<file path="src/hw/lsdr_pkg.sv">
package lsdr_pkg;
   // ==========================================================
   // Register offsets
   localparam logic [7:0] LSDR_OFS_LDO2_CTRL   = 8'h28;
   localparam logic [7:0] LSDR_OFS_LDO3_CTRL   = 8'h29;
   localparam logic [7:0] LSDR_OFS_BUCK_DISCH  = 8'h40;
   // ==========================================================
   // LDO control fields
   localparam int         LSDR_SLP_SEL_LSB     = 4;
   localparam int         LSDR_SLP_SEL_MSB     = 5;
   localparam int         LSDR_RSV_LSB         = 1;
   localparam int         LSDR_RSV_MSB         = 3;
   localparam int         LSDR_SW_EN_BIT       = 0;
   localparam logic [1:0] LSDR_SLP_OFF         = 2'h0;
   localparam logic [1:0] LSDR_SLP_ON          = 2'h3;
   localparam logic [2:0] LSDR_RSV_PATTERN     = 3'h6;
   localparam logic [1:0] LSDR_RO_ZERO         = 2'h0;
   // ==========================================================
   // Discharge fields
   localparam int         LSDR_NUM_BUCK        = 4;
   localparam int         LSDR_DISCH_W         = 2;
   localparam logic [1:0] LSDR_DISCH_NONE      = 2'h0;
   localparam logic [1:0] LSDR_DISCH_100R      = 2'h1;
   localparam logic [1:0] LSDR_DISCH_200R      = 2'h2;
   localparam logic [1:0] LSDR_DISCH_500R      = 2'h3;
   // ==========================================================
   // Sleep pin choice
   typedef enum logic {LSDR_PIN_FIRST, LSDR_PIN_SECOND} lsdr_pin_t;
endpackage : lsdr_pkg

</file>
<file path="src/hw/lsdr_top.sv">
`timescale 1ns/1ps
// Behaviour
// - Sleep select 00 uses normal code; 11 uses sleep code while sleep pin low.
// - Factory setting picks first or second sleep input as each LDO sleep pin.
// - LDO control bit 0 low turns rail off regardless of control pins.
// - Enabled regulator has its discharge field forced to 00 by hardware.
// - Discharge codes: 00 none, 01 100 ohm, 10 200 ohm, 11 500 ohm.
// - Buck discharge fields: fourth 7:6, third 5:4, second 3:2, first 1:0.
// - LDO control bits 7:6 are read-only zero.
module lsdr_top
   import lsdr_pkg::*;
#(
   parameter int VID_W = 8
) (
   // Clock and reset
   input  wire logic                    I_CORE_CLK,
   input  wire logic                    I_SYS_RST,
   // Register port from serial interface
   input  wire logic                    I_REG_WR,
   input  wire logic [7:0]              I_REG_ADDR,
   input  wire logic [7:0]              I_REG_WDATA,
   output logic      [7:0]              O_REG_RDATA,
   output logic                         O_REG_HIT,
   // Factory configuration
   input  wire logic [7:0]              I_CFG_LDO2_CTRL,
   input  wire logic [7:0]              I_CFG_LDO3_CTRL,
   input  wire logic [7:0]              I_CFG_BUCK_DISCH,
   input  wire logic                    I_CFG_LDO2_PIN_SEL,
   input  wire logic                    I_CFG_LDO3_PIN_SEL,
   // Sleep pins and voltage codes
   input  wire logic                    I_FIRST_SLEEP_INPUT,
   input  wire logic                    I_SECOND_SLEEP_INPUT,
   input  wire logic [VID_W-1:0]        I_SECOND_LDO_NORMAL_VOLTAGE_CODE,
   input  wire logic [VID_W-1:0]        I_SECOND_LDO_SLEEP_VOLTAGE_CODE,
   input  wire logic [VID_W-1:0]        I_THIRD_LDO_NORMAL_VOLTAGE_CODE,
   input  wire logic [VID_W-1:0]        I_THIRD_LDO_SLEEP_VOLTAGE_CODE,
   // Buck enable state
   input  wire logic [LSDR_NUM_BUCK-1:0] I_BUCK_ENABLED,
   // Rail outputs
   output logic                         O_SECOND_LDO_SW_ENABLE,
   output logic                         O_THIRD_LDO_SW_ENABLE,
   output logic      [VID_W-1:0]        O_SECOND_LDO_VOLTAGE_CODE,
   output logic      [VID_W-1:0]        O_THIRD_LDO_VOLTAGE_CODE,
   output logic      [7:0]              O_BUCK_DISCHARGE_SEL
);
   // ==========================================================
   // Decode
   logic       wr_ldo2;
   logic       wr_ldo3;
   logic       wr_disch;
   logic [7:0] ldo2_rdata;
   logic [7:0] ldo3_rdata;
   logic [7:0] disch_q;
   logic [7:0] disch_d;

   assign wr_ldo2  = I_REG_WR && (I_REG_ADDR == LSDR_OFS_LDO2_CTRL);
   assign wr_ldo3  = I_REG_WR && (I_REG_ADDR == LSDR_OFS_LDO3_CTRL);
   assign wr_disch = I_REG_WR && (I_REG_ADDR == LSDR_OFS_BUCK_DISCH);

   // ==========================================================
   // LDO control registers
   lsdr_ldo_ctrl #(.VID_W(VID_W)) u_ldo2 (
      .i_clk                 (I_CORE_CLK),
      .i_rst                 (I_SYS_RST),
      .i_wr                  (wr_ldo2),
      .i_wdata               (I_REG_WDATA),
      .i_reset_value         (I_CFG_LDO2_CTRL),
      .o_rdata               (ldo2_rdata),
      .i_pin_sel             (I_CFG_LDO2_PIN_SEL),
      .i_first_sleep_input   (I_FIRST_SLEEP_INPUT),
      .i_second_sleep_input  (I_SECOND_SLEEP_INPUT),
      .i_normal_voltage_code (I_SECOND_LDO_NORMAL_VOLTAGE_CODE),
      .i_sleep_voltage_code  (I_SECOND_LDO_SLEEP_VOLTAGE_CODE),
      .o_sw_enable           (O_SECOND_LDO_SW_ENABLE),
      .o_voltage_code        (O_SECOND_LDO_VOLTAGE_CODE)
   );

   lsdr_ldo_ctrl #(.VID_W(VID_W)) u_ldo3 (
      .i_clk                 (I_CORE_CLK),
      .i_rst                 (I_SYS_RST),
      .i_wr                  (wr_ldo3),
      .i_wdata               (I_REG_WDATA),
      .i_reset_value         (I_CFG_LDO3_CTRL),
      .o_rdata               (ldo3_rdata),
      .i_pin_sel             (I_CFG_LDO3_PIN_SEL),
      .i_first_sleep_input   (I_FIRST_SLEEP_INPUT),
      .i_second_sleep_input  (I_SECOND_SLEEP_INPUT),
      .i_normal_voltage_code (I_THIRD_LDO_NORMAL_VOLTAGE_CODE),
      .i_sleep_voltage_code  (I_THIRD_LDO_SLEEP_VOLTAGE_CODE),
      .o_sw_enable           (O_THIRD_LDO_SW_ENABLE),
      .o_voltage_code        (O_THIRD_LDO_VOLTAGE_CODE)
   );

   // ==========================================================
   // Buck discharge register
   // Bits kept per buck; an enabled buck loses its whole field
   function automatic logic [7:0] disch_keep_mask(input logic [LSDR_NUM_BUCK-1:0] en);
      logic [7:0] m;
      m = 8'hFF;
      for (int b = 0; b < LSDR_NUM_BUCK; b++) begin
         if (en[b]) begin
            m[b*LSDR_DISCH_W +: LSDR_DISCH_W] = LSDR_DISCH_NONE;
         end
      end
      return m;
   endfunction : disch_keep_mask

   // Clear on enable beats a same-cycle software write
   always_comb begin
      disch_d = (wr_disch ? I_REG_WDATA : disch_q) & disch_keep_mask(I_BUCK_ENABLED);
   end

   always_ff @(posedge I_CORE_CLK) begin
      if (I_SYS_RST) begin
         // Enabled rails stay clear even while the factory word loads
         disch_q <= I_CFG_BUCK_DISCH & disch_keep_mask(I_BUCK_ENABLED);
      end else begin
         disch_q <= disch_d;
      end
   end

   // Codes pass straight to the analog pull-down selector
   assign O_BUCK_DISCHARGE_SEL = disch_q;

   // ==========================================================
   // Read mux
   always_comb begin
      O_REG_HIT   = 1'b1;
      if (I_REG_ADDR == LSDR_OFS_LDO2_CTRL) begin
         O_REG_RDATA = ldo2_rdata;
      end else if (I_REG_ADDR == LSDR_OFS_LDO3_CTRL) begin
         O_REG_RDATA = ldo3_rdata;
      end else if (I_REG_ADDR == LSDR_OFS_BUCK_DISCH) begin
         O_REG_RDATA = disch_q;
      end else begin
         O_REG_RDATA = 8'h00;
         O_REG_HIT   = 1'b0;
      end
   end
endmodule : lsdr_top

</file>
<file path="src/hw/lsdr_ldo_ctrl.sv">
`timescale 1ns/1ps
module lsdr_ldo_ctrl
   import lsdr_pkg::*;
#(
   parameter int VID_W = 8
) (
   // Clock and reset
   input  wire logic             i_clk,
   input  wire logic             i_rst,
   // Register access
   input  wire logic             i_wr,
   input  wire logic [7:0]       i_wdata,
   input  wire logic [7:0]       i_reset_value,
   output logic      [7:0]       o_rdata,
   // Rail control
   input  wire logic             i_pin_sel,
   input  wire logic             i_first_sleep_input,
   input  wire logic             i_second_sleep_input,
   input  wire logic [VID_W-1:0] i_normal_voltage_code,
   input  wire logic [VID_W-1:0] i_sleep_voltage_code,
   output logic                  o_sw_enable,
   output logic      [VID_W-1:0] o_voltage_code
);
   logic [1:0] sleep_select_q;
   logic [2:0] rsv_q;
   logic       sw_enable_q;
   logic       sleep_pin;

   // Reset value is the factory configuration word
   always_ff @(posedge i_clk) begin
      if (i_rst) begin
         sleep_select_q <= i_reset_value[LSDR_SLP_SEL_MSB:LSDR_SLP_SEL_LSB];
         rsv_q          <= i_reset_value[LSDR_RSV_MSB:LSDR_RSV_LSB];
         sw_enable_q    <= i_reset_value[LSDR_SW_EN_BIT];
      end else if (i_wr) begin
         sleep_select_q <= i_wdata[LSDR_SLP_SEL_MSB:LSDR_SLP_SEL_LSB];
         // Stored as written; software owes the fixed pattern
         rsv_q          <= i_wdata[LSDR_RSV_MSB:LSDR_RSV_LSB];
         sw_enable_q    <= i_wdata[LSDR_SW_EN_BIT];
      end
   end

   assign sleep_pin = (i_pin_sel == LSDR_PIN_SECOND) ? i_second_sleep_input : i_first_sleep_input;

   // Reserved codes fall back to normal voltage, the safe side
   assign o_voltage_code = (sleep_select_q == LSDR_SLP_ON && !sleep_pin) ?
                           i_sleep_voltage_code : i_normal_voltage_code;
   assign o_sw_enable    = sw_enable_q;
   assign o_rdata        = {LSDR_RO_ZERO, sleep_select_q, rsv_q, sw_enable_q};
endmodule : lsdr_ldo_ctrl

</file>
<file path="config.mk">
export PLATFORM = sky130hd
export DESIGN_NAME = lsdr_top
export DESIGN_NICKNAME = d
export VERILOG_FILES = /design/src/hw/lsdr_pkg.sv /design/src/hw/lsdr_top.sv /design/src/hw/lsdr_ldo_ctrl.sv
export SDC_FILE = /design/constraint.sdc
export NUM_CORES = 1
export LEC_CHECK = 0
export ABC_CLOCK_PERIOD_IN_PS = 2300
export CAP_MARGIN = 10
export CORE_MARGIN = 3
export CORE_UTILIZATION = 58
export CTS_CLUSTER_DIAMETER = 50
export DETAILED_ROUTE_END_ITERATION = 8
export DONT_BUFFER_PORTS = 1
export PLACE_DENSITY = 0.81
export SYNTH_ARGS = -nofsm -noshare
export SYNTH_HDL_FRONTEND = slang
export SYNTH_SLANG_ARGS = --single-unit
</file>
<file path="constraint.sdc">
create_clock -name I_CORE_CLK -period 2.3 [get_ports I_CORE_CLK]
set_input_delay 0.23 -clock I_CORE_CLK [delete_from_list [all_inputs] [get_ports I_CORE_CLK]]
set_output_delay 0.23 -clock I_CORE_CLK [all_outputs]
set_load 0.05 [all_outputs]
</file>
Word-level counts from Yosys, hierarchy flattened:

Index checks and enable logic that the tools add are counted.
Widths: inputs -> output; s select.

* bits in registers: 20
* bits of input ports: 83
* logic and storage cells: 55
* output and inout bits: 35

* equal/unequal tests: 5
* bitwise logic cells: 2
* mux-type cells: 32
* reduce and logical (&&, ||, !) cells: 9

Operator list (number)
* $mux 8: 7
* $mux 2: 12
* $and 8x8->8: 2
* $eq 8x6->1 const B: 2
* $mux 3: 4
* $mux 1: 9
* $eq 8x7->1 const B: 1
* $logic_and 1x1->1: 5
* $eq 2x2->1 const B: 2
* $reduce_bool 2->1: 2
* $logic_not 1->1: 2

Logic depth before layout (Yosys ltp):

* depth in word-level cells: 5
* mapped depth: 5
* gate-level depth less buffers: 3

Modules after synthesis:

Synthesis repeated with hierarchy kept, for this count alone.

* cell total of the unflattened synthesis: 151
* area, all modules: 1675.4 µm²

By module, submodules not included
* lsdr_ldo_ctrl: cells an instance 29, area an instance 431.7 µm², sequential area each 180.2 µm², instances 2
* lsdr_top: cells an instance 93, area an instance 812.0 µm², sequential area each 160.2 µm², instances 1

Worst setup path after synthesis:

No wires, ideal clock.

* kind: input-to-output
* from: input port I_REG_ADDR[4]
* to: output port O_REG_RDATA[5]
* data required time: 2070 ps
* buffers on the path: 2
* setup slack: -181 ps
* cell stages on the path: 5
* data arrival time: 2251 ps
* cells stage by stage: or4_4 > buf_6 > or3_1 > buf_2 > a31oi_1

* word-level cells in the longest chain between the ends: 4
* elaborated cells between the ends (all ways): 6
* classes of those cells: eq/ne (3); mux (3)

Ends and longest elaborated chain
* start: declaration: RTL line lsdr_top.sv:20 `input wire logic [7:0] I_REG_ADDR,`
* $eq 8x7->1: RTL line lsdr_top.sv:133 `end else if (I_REG_ADDR == LSDR_OFS_BUCK_DISCH) begin`
* $mux 8: RTL line lsdr_top.sv:133
* $mux 8: RTL line lsdr_top.sv:131 `end else if (I_REG_ADDR == LSDR_OFS_LDO3_CTRL) begin`
* $mux 8 (*): RTL line lsdr_top.sv:129 `if (I_REG_ADDR == LSDR_OFS_LDO2_CTRL) begin`
* end: declaration: RTL line lsdr_top.sv:22 `output logic [7:0] O_REG_RDATA,`

Mark *: on every way between the ends. The rest lies on a longest branch, timed or not.

Worst setup path after layout:

* from: input port I_REG_ADDR[4]
* to: output port O_REG_RDATA[2]

Same word-level chain as after synthesis.

==> impl_metrics.csv <==
group,metric,value,unit
pwr,power.density,603.9,nW/um^2
floorplan,placementRows,17,
setup_path,crit_arrival,1750,ps
synth,ys_seq_elements,20,
synth,syn_area,1426,um^2
synth,synthFlopType,"edfxtp_1",
placement,io_buffer_count,0,
cts,numCtsBuffers,3,
status,status,"completed",
timing,fin_ws,318.5,ps
cts,clkSlewWorstSetupHoldPaths,120,ps
setup_path,end_kind,"primary output",
floorplan,die_area,3090,um^2
placement,gp_congestion,0.7960,
synth,syn_area_per_cell,9.143,um^2
floorplan,initial_core_util,62.67,%
global_route,gr-usage-all-layers,26.55,%
global_route,grt_pass1_wl,6555,um
floorplan,core-area,2276,um^2
cts,cts_htree_levels,1,
setup_path,r2r_setup_slack,1290,ps
final_layout,drive_above_1_share,26.79,%
setup_path,cp_max_fo,7,
worst_hold_path,hold_path.class,"in2reg",
synth,synth.top_cells.by_area,"edfxtp_1 25%, mux2_2 13%, dfxtp_1 11%, nand2_1 6.3%, a221oi_1 4.9%",
timing,fin_crit,1982,ps
synth,synth_enable_flop_cells,12,
synth,syn_inst,156,
drt,first_pass_iters,4,
synth,async_reset_ff_share,0,%
setup_path,start_kind,"input pin",
drt,vias_per_cell,6.923,
pwr,seqPwrFrac,43.2,%
final_layout,syn_to_final_growth,15.88,%
drt,ant_nets,0,
timing,fmax,0.5047,GHz
timing,rsz0062_at_grt,"no",
timing,period_share,86.15,%
pwr,vdd_ir_drop_max,0.4573,mV
timing,relSlewSlack,66.84,%
cts,clockRootBuffer,"clkbuf_4",
drt,wl_per_cell,21.31,um
setup_path,timing.rr.start,"O_BUCK_DISCHARGE_SEL[0]",
worst_hold_path,hold_depth,1,
global_route,grt_overflow,0,
timing,tightest_slew,497.3,ps
timing,slew_violations,0,
final_layout,final_core_util,72.62,%
cts,clockBufferDepth,2,
setup_path,crit_path_start,"I_REG_ADDR[4]",
setup_path,cp.required,2070,ps
worst_hold_path,min_from,"I_SYS_RST",
pwr,p_int,0.0006679,W
setup_path,ff2ff_path_depth,3,
pwr,p_clk_share,29.4,%
synth,synth_nets,239,
floorplan,pin_count,118,
placement,pre_cts_ws,383.9,ps
global_route,grt_max_degree,37,
drt,drc,0,
synth,synth_cell_types,29,
synth,ys_seq_area_share,36.49,%
drt,wirelength,4177,um
timing,skew,0,ps
floorplan,dieHeight,55.59,um
cts,cts_tree,"yes",
floorplan,die-width,55.59,um
global_route,antenna_found_initial,0,
timing,finalHoldViolCount,0,
synth,yosys.area.top_type,"edfxtp_1",
pwr,leakage,0.6496,nW
synth,ys_warn_count,0,
cts,clock_sinks,20,
pwr,p_sw,0.0003303,W
final_layout,nNetsFinal,252,
final_layout,antenna_cells,0,
setup_path,critical_path_class,"in2out",
placement,hpwl,3231,um
synth,synth_top_area_share,25.26,%
pwr,power_frac_comb,27.4,%
cts,post_cts_resized,0,
cts,clock_latency,310,ps
timing,setup_viol_count_final,0,
flow_run,maxCapViolCount,0,
drt,vias,1357,
global_route,grt_pass1_vias,1404,
pwr,p_sw_share,33.09,%
drt,dr.first_iter.drc_count,78,
## registers in the layout (all words and copies together) (netlist names)
name,cells
u_ldo2.sleep_select_q,2
u_ldo2.rsv_q,3
u_ldo2.o_sw_enable,1
u_ldo3.rsv_q,3
O_BUCK_DISCHARGE_SEL,8
u_ldo3.o_sw_enable,1
u_ldo3.sleep_select_q,2
## cells in the mapped netlist (2+ instances only)
| cell type | instances |
|---|---|
| clkbuf_1 | 14 |
| a41oi_1 | 8 |
| nand4_1 | 6 |
| dfxtp_1 | 8 |
| a221oi_1 | 8 |
| a31oi_1 | 6 |
| nand2_1 | 24 |
| and3_1 | 4 |
| inv_1 | 8 |
| mux2_2 | 16 |
| edfxtp_1 | 12 |
| buf_2 | 2 |
| mux2i_1 | 2 |
| nand3_1 | 6 |
| nand2b_1 | 6 |
| nor4_1 | 6 |
| o31ai_1 | 8 |
## cell families (layout without fill, tap and decap cells)
group	after synthesis	after routing	share of synthesized area (%)
flops	20	20	36.49
compound gates	33	33	18.25
mux	18	18	14.03
simple gates	59	59	23.69
buf+inv	26	38	7.544
## layout make-up
cell class | count | area [um^2]
Tap cell | 28 | 35.03
Clock buffer | 3 | 22.52
Timing Repair Buffer | 25 | 197.7
Multi-Input combinational cell | 110 | 813.3
Fill cell | 177 | 623.1
Inverter | 9 | 33.78
Sequential cell | 20 | 520.5
Clock inverter | 1 | 30.03
## power groups by stage
stage | clock (W) | combinational (W) | sequential, W
floorplan | 0 | 0.000196 | 0.000478
global placement | 0 | 0.000261 | 0.000437
detailed placement | 0 | 0.000266 | 0.000439
CTS | 0.000289 | 0.000273 | 0.000431
global route | 0.000306 | 0.000287 | 0.000434
finish | 0.000294 | 0.000273 | 0.000431
## path summary, 6_finish.rpt
check | end
setup / recovery | O_REG_RDATA[2]
hold / removal | O_BUCK_DISCHARGE_SEL[1]
setup reg to reg | O_BUCK_DISCHARGE_SEL[0]
hold reg to reg | O_BUCK_DISCHARGE_SEL[5]
## critical path, cell delays in order
cell and delay [ps]:
or4_4 530, or3_1 490, a31oi_1 250, buf_4 250
## repair_timing
item                                   CTS  global route
buffers inserted                         0             0
endpoints found under the hold margin    8             0
hold buffers                             4             0
## metrics by stage
stage                power, W  TNS (ps)  cell area [um^2]  cells  hold slack [ps]
finish              0.0009981         0              1653    196            6.950
CTS                 0.0009928         0              1653    196            17.94
global placement    0.0006977         0              1560    188            309.6
detailed placement  0.0007052         0              1560    188            311.7
global route         0.001028         0              1653    196            4.466
floorplan           0.0006742    -449.2              1433    156            308.7
## placed cells by master (no fill, tap or decap)
cell type | Yosys | layout
nand3b_1 | 1 | 1
nand2b_1 | 6 | 6
mux2_2 | 16 | 16
clkinv_1 | 1 | 1
nand2_1 | 24 | 24
o21bai_1 | 1 | 1
or4b_1 | 1 | 1
nand3_1 | 6 | 6
nor4_4 | 0 | 1
a41o_1 | 1 | 1
and3_1 | 4 | 4
a31oi_2 | 0 | 1
clkbuf_4 | 0 | 3
o31ai_1 | 8 | 8
dfxtp_1 | 8 | 8
a31oi_1 | 6 | 5
a41oi_1 | 8 | 8
nor4_1 | 6 | 6
a21oi_1 | 1 | 1
nand4_1 | 6 | 6
bufinv_16 | 0 | 1
and3b_1 | 1 | 1
edfxtp_1 | 12 | 12
nor4b_4 | 1 | 1
a221oi_1 | 8 | 8
or3_1 | 1 | 1
mux2i_1 | 2 | 2
dlygate4sd3_1 | 0 | 4
or4_4 | 1 | 1
buf_4 | 0 | 21
inv_1 | 8 | 8
## metal layers
layer | wire length (um) | track usage, % | up-vias | part of all wire [%]
li1 | - | - | 629 | -
met1 | 1400 | 28.02 | 624 | 34
met2 | 2281 | 51.18 | 95 | 55
met3 | 406 | 6.961 | 9 | 9.7
met4 | 89 | 6.944 | 0 | 2.1
met5 | 0 | 0 | - | 0
(Power assumes the default switching activity.)
